## config.mk

```make
export PLATFORM = sky130hd
export DESIGN_NAME = bpwm_top
export DESIGN_NICKNAME = d
export VERILOG_FILES = /design/src/bpwm_pkg.sv /design/src/bpwm_top.sv /design/src/bpwm_prescaler.sv
export SDC_FILE = /design/constraint.sdc
export NUM_CORES = 1
export LEC_CHECK = 0
export BUFFER_PORTS_ARGS = -buffer_cell sky130_fd_sc_hd__buf_2
export CORE_MARGIN = 2
export CORE_UTILIZATION = 47
export DETAILED_ROUTE_END_ITERATION = 10
export GPL_TIMING_DRIVEN = 0
export SLEW_MARGIN = 20
export SYNTH_ARGS = -nofsm -noshare
export SYNTH_HDL_FRONTEND = slang
export SYNTH_SLANG_ARGS = --single-unit
```

## constraint.sdc

```tcl
create_clock -name CLK -period 4.6 [get_ports CLK]
set_input_delay 0.23 -clock CLK [delete_from_list [all_inputs] [get_ports CLK]]
set_output_delay 0.23 -clock CLK [all_outputs]
set_load 0.05 [all_outputs]
```

## src/bpwm_pkg.sv

```systemverilog
// Package with register map, field positions, reset values and timing constants of the PWM block
package bpwm_pkg;
    // Register offsets on the plain register port
    localparam logic [2:0] ADDR_PERIOD = 3'h0; // period_register
    localparam logic [2:0] ADDR_COUNTER = 3'h1; // period_counter
    localparam logic [2:0] ADDR_DUTY_BUF = 3'h2; // duty_write_buffer
    localparam logic [2:0] ADDR_DUTY_ACT = 3'h3; // duty_active_register
    localparam logic [2:0] ADDR_PWM_CTRL = 3'h4; // pwm_control_register
    localparam logic [2:0] ADDR_TMR_CTRL = 3'h5; // period_timer_control
    localparam logic [2:0] ADDR_FLAGS = 3'h6; // peripheral_flag_register
    localparam logic [2:0] ADDR_PIN_DIR = 3'h7; // pin_direction_bit
    // pwm_control_register fields
    localparam int CTRL_LOW_LSB = 4; // duty_low_bits at [5:4]
    localparam int CTRL_MODE_LSB = 0; // mode at [3:0]
    localparam logic [3:0] MODE_PWM = 4'hC; // Any code 11xx selects PWM
    localparam logic [3:0] MODE_PWM_MASK = 4'hC;
    // period_timer_control fields
    localparam int TCTRL_RUN_BIT = 2; // timer_run_bit
    localparam int TCTRL_PRE_LSB = 0; // prescale_select at [1:0]
    // peripheral_flag_register fields
    localparam int FLAG_MATCH_BIT = 1; // period_match_flag
    // Reset values
    localparam logic [7:0] PERIOD_RST = 8'hFF;
    localparam logic [7:0] ZERO8 = 8'h00;
    localparam logic PIN_DIR_RST = 1'b1; // Driver off after reset
    // Prescale select codes
    localparam logic [1:0] PRE_1 = 2'h0;
    localparam logic [1:0] PRE_4 = 2'h1;
    // Oscillator clocks per instruction cycle
    localparam int OSC_PER_INSTR = 4;
endpackage

```

## src/bpwm_top.sv

```systemverilog
// Buffered PWM time base: period timer, duty double buffer, output pin and register port
//
// Summary of operation
// - Counter clears after matching period register
// - Pin set at rollover unless duty zero
// - Rollover copies duty buffer into active duty
// - Period is (period+1) x 4 x prescale osc
// - No postscaler in PWM timing
// - Duty is 10 bits: buffer plus low bits
// - Duty writes take effect at next match
// - Active duty register read-only in PWM
// - Active duty plus hidden latch double-buffer
// - Time base is counter plus two bits
// - Prescale 1:1 uses clock phase bits
// - Time base equal duty clears the pin
// - High time equals duty times osc times prescale
// - Counter match sets period match flag
module bpwm_top (
    input wire logic CLK,
    input wire logic RESET_N,
    input wire logic [2:0] ADDR,
    input wire logic [7:0] WDATA,
    input wire logic WR,
    input wire logic RD,
    output logic [7:0] RDATA,
    output logic PWM_OUT,
    output logic PWM_OE
);
    ////////////////////////////////////////////////////////////////////////////
    // State
    typedef struct packed {
        logic [7:0] period_register_r;
        logic [7:0] period_counter_r;
        logic [7:0] duty_write_buffer_r;
        logic [7:0] duty_active_register_r;
        logic [1:0] duty_latch_r; // hidden two-bit latch
        logic [5:0] pwm_control_register_r;
        logic [2:0] period_timer_control_r;
        logic period_match_flag_r;
        logic pin_direction_bit_r;
        logic pin_r;
        logic pin_oe_r; // registered pin driver enable
        logic [1:0] phase_r; // oscillator phase within an instruction cycle
        logic [7:0] rdata_r;
    } bpwm_state_t;

    bpwm_state_t st_r;
    bpwm_state_t st_nxt;
    logic pre_tick;
    logic [1:0] pre_fine;
    logic run;
    logic pwm_mode;
    logic instr_edge;
    logic inc;
    logic match;
    logic [9:0] time_base;
    logic [9:0] duty_active;
    logic [9:0] duty_next;
    logic [1:0] fine_bits;
    logic [1:0] phase_nxt;
    logic [7:0] count_nxt;

    assign run = st_r.period_timer_control_r[bpwm_pkg::TCTRL_RUN_BIT];
    assign pwm_mode = (st_r.pwm_control_register_r[3:0] & bpwm_pkg::MODE_PWM_MASK)
        == bpwm_pkg::MODE_PWM;
    // One instruction cycle every four oscillator phases
    assign instr_edge = run && (st_r.phase_r == 2'(bpwm_pkg::OSC_PER_INSTR - 1));

    ////////////////////////////////////////////////////////////////////////////
    // Prescaler of the period timer, clocked by instruction cycles; no postscaler
    bpwm_prescaler u_pre (
        .clk(CLK),
        .reset_n(RESET_N),
        .run(instr_edge),
        .sel(st_r.period_timer_control_r[1:0]),
        .tick(pre_tick),
        .fine(pre_fine)
    );

    // Counter advances on each prescaled instruction cycle
    assign inc = pre_tick;
    assign match = (st_r.period_counter_r == st_r.period_register_r);

    // Phase after this edge; the time base looks one clock ahead
    assign phase_nxt = run ? (st_r.phase_r + 2'h1) : st_r.phase_r;

    // Next-cycle fine bits from clock phase at 1:1, else from prescaler
    always_comb begin
        if (st_r.period_timer_control_r[1:0] == bpwm_pkg::PRE_1) begin
            fine_bits = phase_nxt;
        end else begin
            fine_bits = pre_fine;
        end
    end

    // Counter after this edge: clearing on the next time base lets the pin
    // fall exactly duty steps after the rise instead of one clock late
    assign count_nxt = !inc ? st_r.period_counter_r
        : (match ? bpwm_pkg::ZERO8 : st_r.period_counter_r + 8'h01);
    assign time_base = {count_nxt, fine_bits};
    assign duty_active = {st_r.duty_active_register_r, st_r.duty_latch_r};
    assign duty_next = {st_r.duty_write_buffer_r,
        st_r.pwm_control_register_r[bpwm_pkg::CTRL_LOW_LSB +: 2]};

    ////////////////////////////////////////////////////////////////////////////
    // Next-state logic
    always_comb begin
        st_nxt = st_r;
        // Oscillator phase runs while the timer runs
        if (run) begin
            st_nxt.phase_r = st_r.phase_r + 2'h1;
        end
        // Period rollover: clear counter, reload duty, set pin, raise flag
        if (inc) begin
            if (match) begin
                st_nxt.period_counter_r = bpwm_pkg::ZERO8;
                st_nxt.duty_active_register_r = st_r.duty_write_buffer_r;
                st_nxt.duty_latch_r =
                    st_r.pwm_control_register_r[bpwm_pkg::CTRL_LOW_LSB +: 2];
                st_nxt.period_match_flag_r = 1'b1;
                if (pwm_mode) begin
                    st_nxt.pin_r = (duty_next != 10'h000);
                end
            end else begin
                st_nxt.period_counter_r = st_r.period_counter_r + 8'h01;
            end
        end
        // Duty match clears the pin; unreachable duty leaves it high all period
        if (run && pwm_mode && !(inc && match) && (time_base == duty_active)) begin
            st_nxt.pin_r = 1'b0;
        end
        if (!pwm_mode) begin
            st_nxt.pin_r = 1'b0;
        end
        // Register writes; buffer writes never touch the active duty directly
        if (WR) begin
            unique case (ADDR)
                bpwm_pkg::ADDR_PERIOD: st_nxt.period_register_r = WDATA;
                bpwm_pkg::ADDR_COUNTER: st_nxt.period_counter_r = WDATA;
                bpwm_pkg::ADDR_DUTY_BUF: st_nxt.duty_write_buffer_r = WDATA;
                bpwm_pkg::ADDR_DUTY_ACT: begin
                    if (!pwm_mode) begin
                        st_nxt.duty_active_register_r = WDATA;
                    end
                end
                bpwm_pkg::ADDR_PWM_CTRL: st_nxt.pwm_control_register_r = WDATA[5:0];
                bpwm_pkg::ADDR_TMR_CTRL: st_nxt.period_timer_control_r = WDATA[2:0];
                bpwm_pkg::ADDR_FLAGS: begin
                    // Set wins over a clear in the same cycle
                    if (!WDATA[bpwm_pkg::FLAG_MATCH_BIT] && !(inc && match)) begin
                        st_nxt.period_match_flag_r = 1'b0;
                    end
                end
                bpwm_pkg::ADDR_PIN_DIR: st_nxt.pin_direction_bit_r = WDATA[0];
            endcase
        end
        // Driver enable kept in a flip-flop of its own, inverse of the direction bit
        st_nxt.pin_oe_r = !st_nxt.pin_direction_bit_r;
        // Read data, valid in the cycle after the strobe only
        st_nxt.rdata_r = 8'h00;
        if (RD) begin
            unique case (ADDR)
                bpwm_pkg::ADDR_PERIOD: st_nxt.rdata_r = st_r.period_register_r;
                bpwm_pkg::ADDR_COUNTER: st_nxt.rdata_r = st_r.period_counter_r;
                bpwm_pkg::ADDR_DUTY_BUF: st_nxt.rdata_r = st_r.duty_write_buffer_r;
                bpwm_pkg::ADDR_DUTY_ACT: st_nxt.rdata_r = st_r.duty_active_register_r;
                bpwm_pkg::ADDR_PWM_CTRL: st_nxt.rdata_r = {2'h0, st_r.pwm_control_register_r};
                bpwm_pkg::ADDR_TMR_CTRL: st_nxt.rdata_r = {5'h00, st_r.period_timer_control_r};
                bpwm_pkg::ADDR_FLAGS: st_nxt.rdata_r = {6'h00, st_r.period_match_flag_r, 1'b0};
                bpwm_pkg::ADDR_PIN_DIR: st_nxt.rdata_r = {7'h00, st_r.pin_direction_bit_r};
            endcase
        end
    end

    ////////////////////////////////////////////////////////////////////////////
    // State register
    always_ff @(posedge CLK or negedge RESET_N) begin
        if (!RESET_N) begin
            st_r <= '0;
            st_r.period_register_r <= bpwm_pkg::PERIOD_RST;
            st_r.pin_direction_bit_r <= bpwm_pkg::PIN_DIR_RST;
        end else begin
            st_r <= st_nxt;
        end
    end

    assign RDATA = st_r.rdata_r;
    assign PWM_OUT = st_r.pin_r;
    assign PWM_OE = st_r.pin_oe_r; // Driver on when direction bit clear
endmodule

```

## src/bpwm_prescaler.sv

```systemverilog
// Prescaler for the period counter, also supplying the two fine time-base bits
module bpwm_prescaler (
    input wire logic clk,
    input wire logic reset_n,
    input wire logic run,
    input wire logic [1:0] sel,
    output logic tick,
    output logic [1:0] fine
);
    typedef struct packed {
        logic [5:0] cnt_r;
    } bpwm_pre_state_t;

    bpwm_pre_state_t st_r;
    bpwm_pre_state_t st_nxt;
    logic [5:0] limit;

    ////////////////////////////////////////////////////////////////////////////
    // Terminal count per selection: 1, 4, 16, 64 instruction-cycle steps
    always_comb begin
        unique case (sel)
            2'h0: limit = 6'h00;
            2'h1: limit = 6'h03;
            2'h2: limit = 6'h0F;
            2'h3: limit = 6'h3F;
        endcase
    end

    // Count only while running; holds still otherwise
    always_comb begin
        st_nxt = st_r;
        tick = 1'b0;
        if (run) begin
            if (st_r.cnt_r >= limit) begin
                st_nxt.cnt_r = 6'h00;
                tick = 1'b1;
            end else begin
                st_nxt.cnt_r = st_r.cnt_r + 6'h01;
            end
        end
    end

    // Top two bits of the next prescale count, so the time base looks one clock ahead
    always_comb begin
        unique case (sel)
            2'h0: fine = 2'h0;
            2'h1: fine = st_nxt.cnt_r[1:0];
            2'h2: fine = st_nxt.cnt_r[3:2];
            2'h3: fine = st_nxt.cnt_r[5:4];
        endcase
    end

    always_ff @(posedge clk or negedge reset_n) begin
        if (!reset_n) begin
            st_r <= '0;
        end else begin
            st_r <= st_nxt;
        end
    end
endmodule

```

-- After elaboration in Yosys (flattened, before gate mapping)
Index checks and enable logic that the tools add are counted.
- muxes and demuxes: 29
- multipliers: 0
- eq/ne operators: 16
- $lt $le $gt $ge: 1
- shift operators: 0
- reductions and logical operators: 18
- bitwise gates (word level): 0
- add/sub/neg operators: 3
- divide/modulo/power cells: 0
- operators by type and width (kind ; number):
    $pmux 8 s8 ; 1
    $mux 8 ; 7
    $mux 24 ; 1
    $pmux 6 s4 ; 1
    $mux 10 ; 2
    $eq 3x3->1 const B ; 4
    $mux 6 ; 2
    $reduce_and 2->1 ; 6
    $mux 1 ; 11
    $eq 10x10->1 ; 1
    $reduce_bool 10->1 ; 1
    $add 8x1->8 const B ; 1
    $eq 2x2->1 const B ; 4
    $eq 8x8->1 ; 1
    $add 6x1->6 const B ; 1
    $eq 3x2->1 const B ; 2
    $ge 6x6->1 ; 1
    $logic_and 1x1->1 ; 6
    $mux 2 ; 3
    $ne 3x1->1 const B ; 2
    $pmux 2 s3 ; 1
    $eq 3x1->1 const B ; 1
    $logic_not 1->1 ; 3
    $logic_not 3->1 ; 1
    3 further kinds ; 3
- word-level logic and storage cells: 81
- output and inout bits: 10
- register bits after elaboration: 63
- bits in read-only memories: 0
- memories: 0
- input bits: 15
- bits in latches: 0
- memory bits (writable): 0

-- Logic depth before layout (Yosys ltp)
Gate-level depths: netlist of the first run.
- depth after elaboration: 12
- depth in mapped cells: 14

-- Modules after synthesis
From an unflattened synthesis of the first run, not the netlist that was laid out.
- cells, all modules: 331
- area total of the unflattened synthesis: 3619.7 um^2
- by module, submodules not included (module ; cells an instance ; area an instance (um^2) ; seq. area each (um^2) ; instances):
    bpwm_top ; 275 ; 3104.2 ; 1437.6 ; 1
    bpwm_prescaler ; 56 ; 515.5 ; 150.1 ; 1

-- Worst setup path before layout of the first run
OpenSTA, ideal clock, no wires.
- kind: register to register
- start: reg st_r[15] in the netlist's numbering
- end: reg st_r, in the netlist PWM_OUT
- data required time: 4.476 ns
- arrival: 2.657 ns
- period minus slack after synthesis: 2.781 ns
- path slack: 1.819 ns
- library setup time: 0.124 ns
- cell stages (with the launch flop): 14
- path buffers: 3
- cells stage by stage: dfrtp_1 buf_1 or2_2 ha_1 nor3b_1 o211ai_1 and2_1 buf_4 clkbuf_1 o21ai_0 a21oi_1 a211oi_2 nand4_1 o31a_1
- word-level cells in the longest chain between the ends: 11
- elaborated cells on any way between the ends: 23
- those cells by class: 1 x order compare; 6 x eq/ne; 10 x mux; 6 x reduce/logical
- ends and longest elaborated chain (element ; RTL line ; text):
    start, declared ; bpwm_top.sv:47 ; bpwm_state_t st_r;
    start signal, assigned ; bpwm_top.sv:183 ; st_r <= st_nxt;
    $eq 2x2->1 (tied with other cells) ; bpwm_prescaler.sv:21, bpwm_prescaler.sv:45 ;
    $pmux 6 s4 ; bpwm_prescaler.sv:21 ; unique case (sel)
    $ge 6x6->1 ; bpwm_prescaler.sv:34 ; if (st_r.cnt_r >= limit) begin
    $mux 6 / $mux 1 (equally long branches) ; bpwm_prescaler.sv:34 ;
    $mux 6 / $mux 1 (equally long branches) ; bpwm_prescaler.sv:33 ; if (run) begin
    $pmux 2 s3 / $logic_and 1x1->1 (equally long branches) ; bpwm_prescaler.sv:45, bpwm_top.sv:129 ;
    $mux 2 / $logic_not 1->1 (equally long branches) ; bpwm_top.sv:89, bpwm_top.sv:129 ;
    $eq 10x10->1 / $logic_and 1x1->1 (equally long branches) ; bpwm_top.sv:129 ; if (run && pwm_mode && !(inc && match) && (time_base == duty_active)) begin
    $logic_and 1x1->1 ; bpwm_top.sv:129 ;
    $ne 3x1->1 (no line) / $mux 1 (equally long branches) ; - ;
    $reduce_and 2->1 (no line) / $mux 1 (equally long branches) ; - ;
Parallel ways exist; a longest one is shown, timed or not.
A chain may end at the register's enable or synchronous reset.

-- Worst setup path in the final report of the first run
Same ends and word-level chain as after synthesis.

==> run metrics, run 1 <==
outcome=finished, final reports clean; clk_lat worst skew=0.36 ns; CTS H-tree depth=3; Final min period=3.327 ns; Yosys cell types=58; final cell count without fillers=523; wire per inst=19.15 µm; Clock Skew=0.01531 ns; die height=94.05 µm; critical path class=flip-flop to flip-flop; area of the multi-input gates=0.002004 mm²; critical path startpoint category=flip-flop; Clock Sinks=63; CTS tree=built; CP Data Arrival Time=3.56 ns; Residual DRC=0; cts repair resizes=0; critical path peak fanout=10; pwr/cell area=494.6 mW/mm²; final setup TNS=0 ns; layout overhead on the synthesized area=12.67%; share of layout cells above drive strength 1=0.2755; CTS max path bufs=2; syn_nets=405; #FFs+latches synth=63; most frequent cells in the layout=54 x dfrtp_1, 33 x nor2_1, 30 x nand2_1; Slew Limit Fails=0; ANT cells=0; full die area=0.008845 mm²; Final WS setup=1.273 ns; sequential area share after synthesis=0.4166; top_reg_cell synth=dfrtp_1; Antenna Violating Nets Remaining=0; Final HPWL DP=7.415 mm; first-pass GRT wire length=16.30 mm; CTS buffer count=9; fmax=300.6 MHz; post-synthesis async set-or-reset flop share=1.000; Post-synth EDFFs=0; Die W=94.05 µm; starting density of the core=0.4881; FF+latch area=0.001588 mm²; Mapped Avg Cell Area=10.00 µm²; worst-margin pin slew=0.9169 ns; post-synthesis instance total=381; grt ovf=0; Final GP Congestion=0.9068; max cap viols=0; clock slew seen by the registers of the worst setup and hold paths=0.07 ns; row cnt=32; Final Hold Fails=0; number of fill cells in the layout=744; fin nets=440; Leak Pwr=0.001853 µW; IO Pins=25; Peak VDD IR=216.2 µV; Initial DRC Count=236; All-Layer GR Usage=0.2497; commonest non-fill, non-tap cell in the layout=dfrtp_1; worst path required time=4.83 ns; via count=3066; placed insts=506; RSZ-0062 raised after global routing=no; root buf cell=clkbuf_8; vias in the first global route=3032; port buffer count=22; Total Wirelength=10.01 mm; initial antenna violation count=0; CP Capture Type=flip-flop; Final period util=0.7232; CORE AREA=0.007807 mm²; YS warnings=0; # setup viols final=0; Slew headroom=0.3865; largest net degree at the start of global routing=38; Vias per Instance=5.862; Cell Area, Synth=0.003811 mm²; Pre-Repair DR Iteration Count=5; Hold Crit Class=primary input to flip-flop; post-place setup slack=1.313 ns
## cell usage after synthesis, types with 2 or more instances
library cell | instances | area share
a211oi_1 | 3 | 0.0059
a211oi_2 | 2 | 0.0066
a21boi_0 | 3 | 0.0059
a21oi_1 | 19 | 0.025
a21oi_2 | 2 | 0.0046
a221oi_1 | 3 | 0.0069
a22oi_1 | 5 | 0.0099
a31oi_1 | 2 | 0.0033
and2_1 | 3 | 0.0049
and3_1 | 9 | 0.015
buf_1 | 2 | 0.0020
buf_2 | 5 | 0.0066
buf_4 | 11 | 0.022
buf_6 | 3 | 0.0089
clkbuf_1 | 8 | 0.0079
dfrtp_1 | 54 | 0.35
dfstp_2 | 9 | 0.062
ha_1 | 9 | 0.030
inv_1 | 15 | 0.015
mux2_2 | 27 | 0.080
mux2i_1 | 10 | 0.026
mux4_2 | 5 | 0.030
nand2_1 | 30 | 0.030
nand3_1 | 10 | 0.013
nand4_1 | 6 | 0.0099
nand4_2 | 2 | 0.0066
nor2_1 | 33 | 0.033
nor3_1 | 2 | 0.0026
nor3b_1 | 3 | 0.0059
nor4_1 | 6 | 0.0099
o211ai_1 | 4 | 0.0079
o21a_1 | 2 | 0.0039
o21ai_0 | 26 | 0.034
o21ai_1 | 3 | 0.0039
or2_2 | 2 | 0.0033
or3_1 | 3 | 0.0049
xnor2_1 | 11 | 0.025
xor2_1 | 9 | 0.021
## cell type report
class                   count  area share
multi-input cells         274      0.4668
clock buffers               9     0.02885
plain buffers              29     0.04167
clock inverters             7     0.01690
repair buffers             24     0.03322
well taps                 102     0.02972
inverters                  15     0.01311
flip-flops and latches     63      0.3698
## cell families (layout without fill, tap and decap cells)
logic type | after synthesis | in the layout | synth area share
xor gates and xnor gates | 21 | 21 | 0.05023
muxes | 42 | 42 | 0.1356
adders and majority gates | 9 | 9 | 0.02955
AOI/OAI and AO/OA | 85 | 85 | 0.1490
DFF | 63 | 63 | 0.4166
and+or+nand+nor | 117 | 117 | 0.1573
buffers and inverters | 44 | 84 | 0.06172
## through the flow
step	total power [µW]	hold slack, ns	area [µm²]	utilization
after floorplan	1414	-0.06559	3811	-
after global placement	1609	0.4853	4049	0.5186
after detailed placement	1629	0.1692	4088	0.5236
after CTS	2119	0.1344	4294	0.5500
after global routing	2261	0.1714	4294	0.5500
final	2124	0.1367	4294	0.5500
## routing by layer
metal	vias up	routed length [µm]	GRT usage
met5	-	0	0
met2	106	4616	0.3929
met1	1494	4639	0.3441
li1	1446	-	-
met3	20	506	0.03692
met4	0	250	0.1075
## registers in the layout (all words and copies together) (netlist names)
| name | cells |
|---|---|
| PWM_OE | 1 |
| PWM_OUT | 1 |
| RDATA | 8 |
| duty_active | 10 |
| duty_next | 10 |
| run | 1 |
| st_r | 26 |
| u_pre.st_r | 6 |
## worst max-delay path: stages (launching register included)
cell	delay [ns]
dfrtp_1	0.38
buf_1	0.41
or2_2	0.21
inv_1	0.04
ha_1	0.26
o211ai_1	0.10
o211ai_1	0.20
nand2_1	0.16
buf_6	0.19
nor2_2	0.26
a22oi_1	0.14
a221oi_1	0.35
nand4_1	0.17
o31a_1	0.32
## repair_timing
action                                 in CTS  in global routing
setup buffers                               0                  0
endpoints found under the hold margin      22                  0
hold buffers                                1                  0
## path summary, 6_finish.rpt
check / from / slack [ns] / end / cells past startpoint
hold / removal: WDATA[6] / 0.14 / duty_active[8] / 3
setup reg to reg: st_r[15] / 1.27 / PWM_OUT / 13
hold reg to reg: st_r[8] / 0.52 / st_r[8] / 1
max in group asynchronous: RESET_N / 3.69 / st_r[53] / 3
setup / recovery: st_r[15] / 1.27 / PWM_OUT / 13
min in group asynchronous: RESET_N / 0.33 / u_pre.st_r[0] / 2
## where the power goes
group | internal [µW] | switching, µW
Clock | 251 | 236
Sequential | 698 | 147
Combinational | 354 | 437
No activity file was read; power rests on OpenSTA's default activity.
==> run 2: changes to the inputs <==
==> constraint.sdc (replaced) <==
create_clock -name CLK -period 3.24 [get_ports CLK]
set_input_delay 0.162 -clock CLK [delete_from_list [all_inputs] [get_ports CLK]]
set_output_delay 0.162 -clock CLK [all_outputs]
set_load 0.05 [all_outputs]
==> run metrics, run 2 (synthesis results as in run 1) <==
WP buf/inv=2 (-1); Pwr Total=3022 µW (+42%); die height=94.05 µm (unchanged); Pre-Repair DR Iteration Count=4 (-1); Max stage delay on crit path=0.35 ns (-0.06 ns); All-Layer GR Usage=0.2494 (-0.0003428); Vias per Instance=5.843 (-0.33%); clock slew seen by the registers of the worst setup and hold paths=0.07 ns (about the same); critical path peak fanout=10 (unchanged); Slew Limit Fails=0 (unchanged); Gate power share=0.371 (-0.002); Antenna Violating Nets Remaining=0 (unchanged); CP cell instances=buf_2 > or2_2 > ha_1 > nor3b_1 > o211ai_1 > and2_1 > buf_4 > a211oi_1 > xor2_1 > a22oi_1 > nand4_1 > o31a_1; CTS max path bufs=2 (unchanged); CORE AREA=0.007807 mm² (unchanged); Peak VDD IR=305.9 µV (+41%); row cnt=32 (unchanged); max cap viols=0 (unchanged); starting density of the core=0.4881 (unchanged); Final period util=0.9232 (+0.2000); Final Hold Fails=0 (unchanged); placed inst area=0.004088 mm² (unchanged); full die area=0.008845 mm² (unchanged); vias in the first global route=3021 (-0.36%); internal power=1853 µW (+42%); critical path startpoint category=flip-flop; port buffer count=22 (unchanged); fmax=334.3 MHz (+11%); via count=3050 (-0.52%); Switching Share=0.3867 (about the same); Final HPWL DP=7.415 mm (unchanged); Leak Pwr=0.001856 µW (+0.18%); CP max-delay cell=dfrtp_1; grt ovf=0 (unchanged); RSZ-0062 raised after global routing=no; fin nets=439 (-0.23%); Total Wirelength=9.980 mm (-0.33%); clock share of power=0.229 (about the same); post-layout util=0.5513 (+0.001282); # setup viols final=0 (unchanged); Residual DRC=0 (unchanged); Slew headroom=0.3748 (-0.01165); Final min period=2.991 ns (-0.3357 ns); number of flip-flops in the largest register=26 (unchanged); clk_lat worst skew=0.36 ns (about the same); Hold Crit Class=primary input to flip-flop; CP Capture Type=flip-flop; Die W=94.05 µm (unchanged); most frequent cells in the layout=53 x dfrtp_1, 33 x nor2_1, 30 x nand2_1; IO Pins=25 (unchanged); critical path class=flip-flop to flip-flop; Clock Skew=0.01382 ns (-0.001488 ns); placed insts=506 (unchanged); ANT cells=0 (unchanged); CTS tree=built; outcome=finished, final reports clean; CTS buffer count=9 (unchanged); final cell count without fillers=522 (-0.19%); Post-Layout Inst Area=0.004304 mm² (+0.23%); Clock Sinks=63 (unchanged); worst hold slack=0.06938 ns (-0.06728 ns); root buf cell=clkbuf_8; CP Data Arrival Time=3.22 ns (-0.34 ns); worst-margin pin slew=0.9343 ns (+0.01741 ns); CTS H-tree depth=3 (unchanged); wire per inst=19.12 µm (-0.14%); Post-CTS Setup Inserts=0 (unchanged); Seq pwr share=0.400 (+0.002); share of layout cells above drive strength 1=0.2833 (+0.007799); largest net degree at the start of global routing=38 (unchanged); worst path required time=3.47 ns (-1.36 ns); pwr/cell area=702.1 mW/mm² (+42%); Biggest register=st_r; initial antenna violation count=0 (unchanged); layout overhead on the synthesized area=12.94%; critical path's top delay family=compound AO/OA/AOI/OAI gates; Initial DRC Count=222 (-5.9%); Net Sw Power=1169 µW (+42%); first-pass GRT wire length=16.27 mm (-0.17%); commonest non-fill, non-tap cell in the layout=dfrtp_1; Final GP Congestion=0.9068 (unchanged); number of fill cells in the layout=740 (-0.54%)
-- run 2: path summary, 6_finish.rpt --
kind | startpoint | endpoint | slack (ns) | depth (start not counted)
worst min-delay path | WDATA[6] | duty_active[8] | 0.07 | 3
worst max-delay path | st_r[14] | PWM_OUT | 0.25 | 12
min in group asynchronous | RESET_N | u_pre.st_r[0] | 0.26 | 2
worst min register to register | st_r[8] | st_r[8] | 0.52 | 1
worst max register to register | st_r[14] | PWM_OUT | 0.25 | 12
max in group asynchronous | RESET_N | st_r[53] | 2.39 | 3
-- run 2: power by group through the flow --
stage | Sequential [µW] | Clock, µW | Combinational, µW
2_1_floorplan | 1140 | 0 | 866
3_3_place_gp | 1200 | 0 | 1080
3_5_place_dp | 1210 | 0 | 1100
4_1_cts | 1200 | 700 | 1100
5_1_grt | 1240 | 743 | 1240
6_report | 1210 | 693 | 1120
-- run 2: worst reg2reg max path, stage by stage, from the launching register on --
cell      delay [ns]
dfrtp_1         0.35
buf_2           0.19
or2_2           0.33
ha_1            0.27
nor3b_1         0.20
o211ai_1        0.14
and2_1          0.16
buf_4           0.18
a211oi_1        0.26
xor2_1          0.15
a22oi_1         0.20
nand4_1         0.14
o31a_1          0.32
-- run 2: stage by stage --
step | setup slack (ns) | TNS, ns
after global placement | -0.06647 | -0.06647
after global routing | 0.02040 | 0
final | 0.2488 | 0
after detailed placement | -0.04730 | -0.04730
after CTS | 0.1038 | 0
after floorplan | 0.4586 | 0
-- run 2: layer usage --
layer | share of wire | vias up | global-route usage
li1 | - | 1435 | -
met1 | 0.47 | 1513 | 0.3441
met2 | 0.46 | 80 | 0.3917
met3 | 0.037 | 22 | 0.03692
met4 | 0.028 | 0 | 0.1075
met5 | 0 | - | 0
-- run 2: timing repair --
action | in CTS | in global routing
hold buffers | 1 | 0
gates resized for setup | 0 | 5
pin swaps | 0 | 0
endpoints found under the hold margin | 22 | 0
endpoints found under the setup margin | 1 | 1
-- run 2: cell type report --
class	count	area, µm²	share of cell area
buffer	28	176.4	0.04099
clock buffer	9	123.9	0.02878
clock inverter	7	72.57	0.01686
inverter	15	56.30	0.01308
multi-input combinational	274	2016	0.4683
sequential	63	1589	0.3692
tap	102	127.6	0.02965
timing repair buffer	24	142.6	0.03314
==> run 3: changes to the inputs <==
--- a/config.mk
+++ b/config.mk
@@ -6,7 +6,7 @@
 export NUM_CORES = 1
 export LEC_CHECK = 0
 export BUFFER_PORTS_ARGS = -buffer_cell sky130_fd_sc_hd__buf_2
-export CORE_MARGIN = 2
+export CORE_MARGIN = 8
 export CORE_UTILIZATION = 47
 export DETAILED_ROUTE_END_ITERATION = 10
 export GPL_TIMING_DRIVEN = 0
==> run metrics, run 3 (synthesis results as in run 1) <==
outcome=finished, final reports clean; fin nets=441 (+0.46%); CP cell instances=buf_2 > or2_2 > inv_1 > ha_1 > o211ai_1 > o211ai_1 > nand2_2 > buf_6 > nor2_4 > a22oi_1 > a221oi_1 > nand4_1 > o31a_1; Clock Sinks=63 (unchanged); final cell count without fillers=527 (+0.96%); layout overhead on the synthesized area=13.95%; R2R cell count=13 (+1); Clock Skew=0.01220 ns (-0.001625 ns); Biggest register=st_r; critical path startpoint category=flip-flop; worst path required time=3.47 ns (about the same); Vias per Instance=5.827 (-0.27%); HP Start=WDATA[6]; CTS max path bufs=2 (unchanged); worst hold path endpoint=duty_active[8]; R2R Setup Slk=0.21 ns (-0.04 ns); Slew headroom=0.3839 (+0.009077); clk_lat worst skew=0.35 ns (about the same); CORE AREA=0.008051 mm² (+3.1%); initial antenna violation count=0 (unchanged); die height=106.1 µm (+13%); largest net degree at the start of global routing=34 (-11%); port buffer count=22 (unchanged); Max stage delay on crit path=0.36 ns (about the same); clock slew seen by the registers of the worst setup and hold paths=0.07 ns (about the same); row cnt=33 (+3.1%); Final HPWL DP=7.311 mm (-1.4%); Total Wirelength=9.798 mm (-1.8%); All-Layer GR Usage=0.1846 (-0.06477); vias in the first global route=3002 (-0.63%); CTS tree=built; share of layout cells above drive strength 1=0.2891 (+0.005766); R2R Path Start=st_r[14]; CTS buffer count=9 (unchanged); CP most frequent cell=o211ai_1; Hold Crit Class=primary input to flip-flop; met3 usage=0.04174 (+0.004824); CP max-delay cell=dfrtp_1; worst-margin pin slew=0.9208 ns (-0.01356 ns); critical path class=flip-flop to flip-flop; post-place setup slack=-0.1132 ns (-0.06593 ns); IO Pins=25 (unchanged); Worst R2R End=PWM_OUT; starting density of the core=0.4733 (-0.01479); Final GP Congestion=0.8877 (-2.1%); WP buf/inv=3 (+1); Initial DRC Count=153 (-31%); CTS H-tree depth=3 (unchanged); via count=3071 (+0.69%); Final Hold Fails=0 (unchanged); Antenna Violating Nets Remaining=0 (unchanged); critical path's top delay family=compound AO/OA/AOI/OAI gates; Final WS setup=0.2085 ns (-0.04033 ns); routing usage on met2=0.2681 (-0.1236); grt ovf=0 (unchanged); root buf cell=clkbuf_8; global routing's busiest layer=met2; Slew Limit Fails=0 (unchanged); Die W=106.1 µm (+13%); Pre-Repair DR Iteration Count=4 (unchanged); number of fill cells in the layout=748 (+1.1%); fmax=329.9 MHz (-1.3%); Final period util=0.9357 (+0.01245); pwr/cell area=709.3 mW/mm² (+1.0%); GRT met1 Usage=0.2462 (-0.09791); max cap viols=0 (unchanged); most frequent cells in the layout=53 x dfrtp_1, 33 x nor2_1, 29 x nand2_1; critical path peak fanout=10 (unchanged); Peak VDD IR=290.5 µV (-5.0%); placed insts=510 (+0.79%); number of flip-flops in the largest register=26 (unchanged); commonest non-fill, non-tap cell in the layout=dfrtp_1; WHS Path Cells=3 (unchanged); full die area=0.01125 mm² (+27%); Leak Pwr=0.001883 µW (+1.4%); # setup viols final=0 (unchanged); wire per inst=18.59 µm (-2.8%); first-pass GRT wire length=16.09 mm (-1.1%); Final min period=3.032 ns (+0.04033 ns); ANT cells=0 (unchanged); CP Data Arrival Time=3.26 ns (+0.04 ns); CP Capture Type=flip-flop; Residual DRC=0 (unchanged)
==> run 3: layout make-up <==
class,instances,area [µm²],area share
multi-input cells,274,2023,0.4659
inverters,15,56.30,0.01296
clock buffers,10,127.6,0.02939
repair buffers,26,155.1,0.03572
flip-flops and latches,63,1589,0.3659
plain buffers,28,176.4,0.04062
well taps,105,131.4,0.03025
clock inverters,6,83.83,0.01930
==> run 3: through the flow <==
step | hold WS, ns | util | setup TNS, ns | power, µW | instance area, µm²
floorplan | -0.1336 | - | 0 | 2008 | 3811
global placement | 0.4194 | 0.5033 | -0.09157 | 2283 | 4053
detailed placement | 0.1314 | 0.5088 | -0.1132 | 2310 | 4096
CTS | 0.05477 | 0.5358 | 0 | 3077 | 4314
global route | 0.08691 | 0.5394 | -0.009161 | 3271 | 4343
finish | 0.06784 | 0.5394 | 0 | 3080 | 4343
==> run 3: what timing repair did <==
| item | 4_1_cts | 5_1_grt |
|---|---|---|
| hold buffers | 1 | 0 |
| pin swaps | 0 | 4 |
| setup endpoints to repair | 1 | 1 |
| buffers inserted | 0 | 1 |
| endpoints found under the hold margin | 23 | 0 |
| gates resized for setup | 0 | 7 |
==> run 3: worst max-delay path by stage <==
stage / from / to / slack, ns / cells after the start
5_1_grt: st_r[14] / PWM_OUT / -0.009 / 13
3_3_place_gp: st_r[15] / PWM_OUT / -0.09 / 13
2_1_floorplan: st_r[15] / PWM_OUT / 0.46 / 13
4_1_cts: st_r[15] / PWM_OUT / 0.04 / 11
3_5_place_dp: st_r[15] / PWM_OUT / -0.11 / 13
6_report: st_r[14] / PWM_OUT / 0.21 / 13
==> run 3: worst min-delay path: stages <==
cell     delay, ns
buf_2         0.11
nand2_1       0.05
o21ai_0       0.06
==> run 3: where the power goes <==
part           leakage [µW]  switching (µW)  internal (µW)
Clock              0.000110             324            432
Sequential         0.000757             210            992
Combinational       0.00102             611            512
==> run 3: routing by layer <==
layer / routed length, µm / vias to the layer above / share of wire
met2: 4432 / 100 / 0.45
met3: 672 / 25 / 0.069
met5: 0 / - / 0
met1: 4333 / 1509 / 0.44
li1: - / 1437 / -
met4: 359 / 0 / 0.037
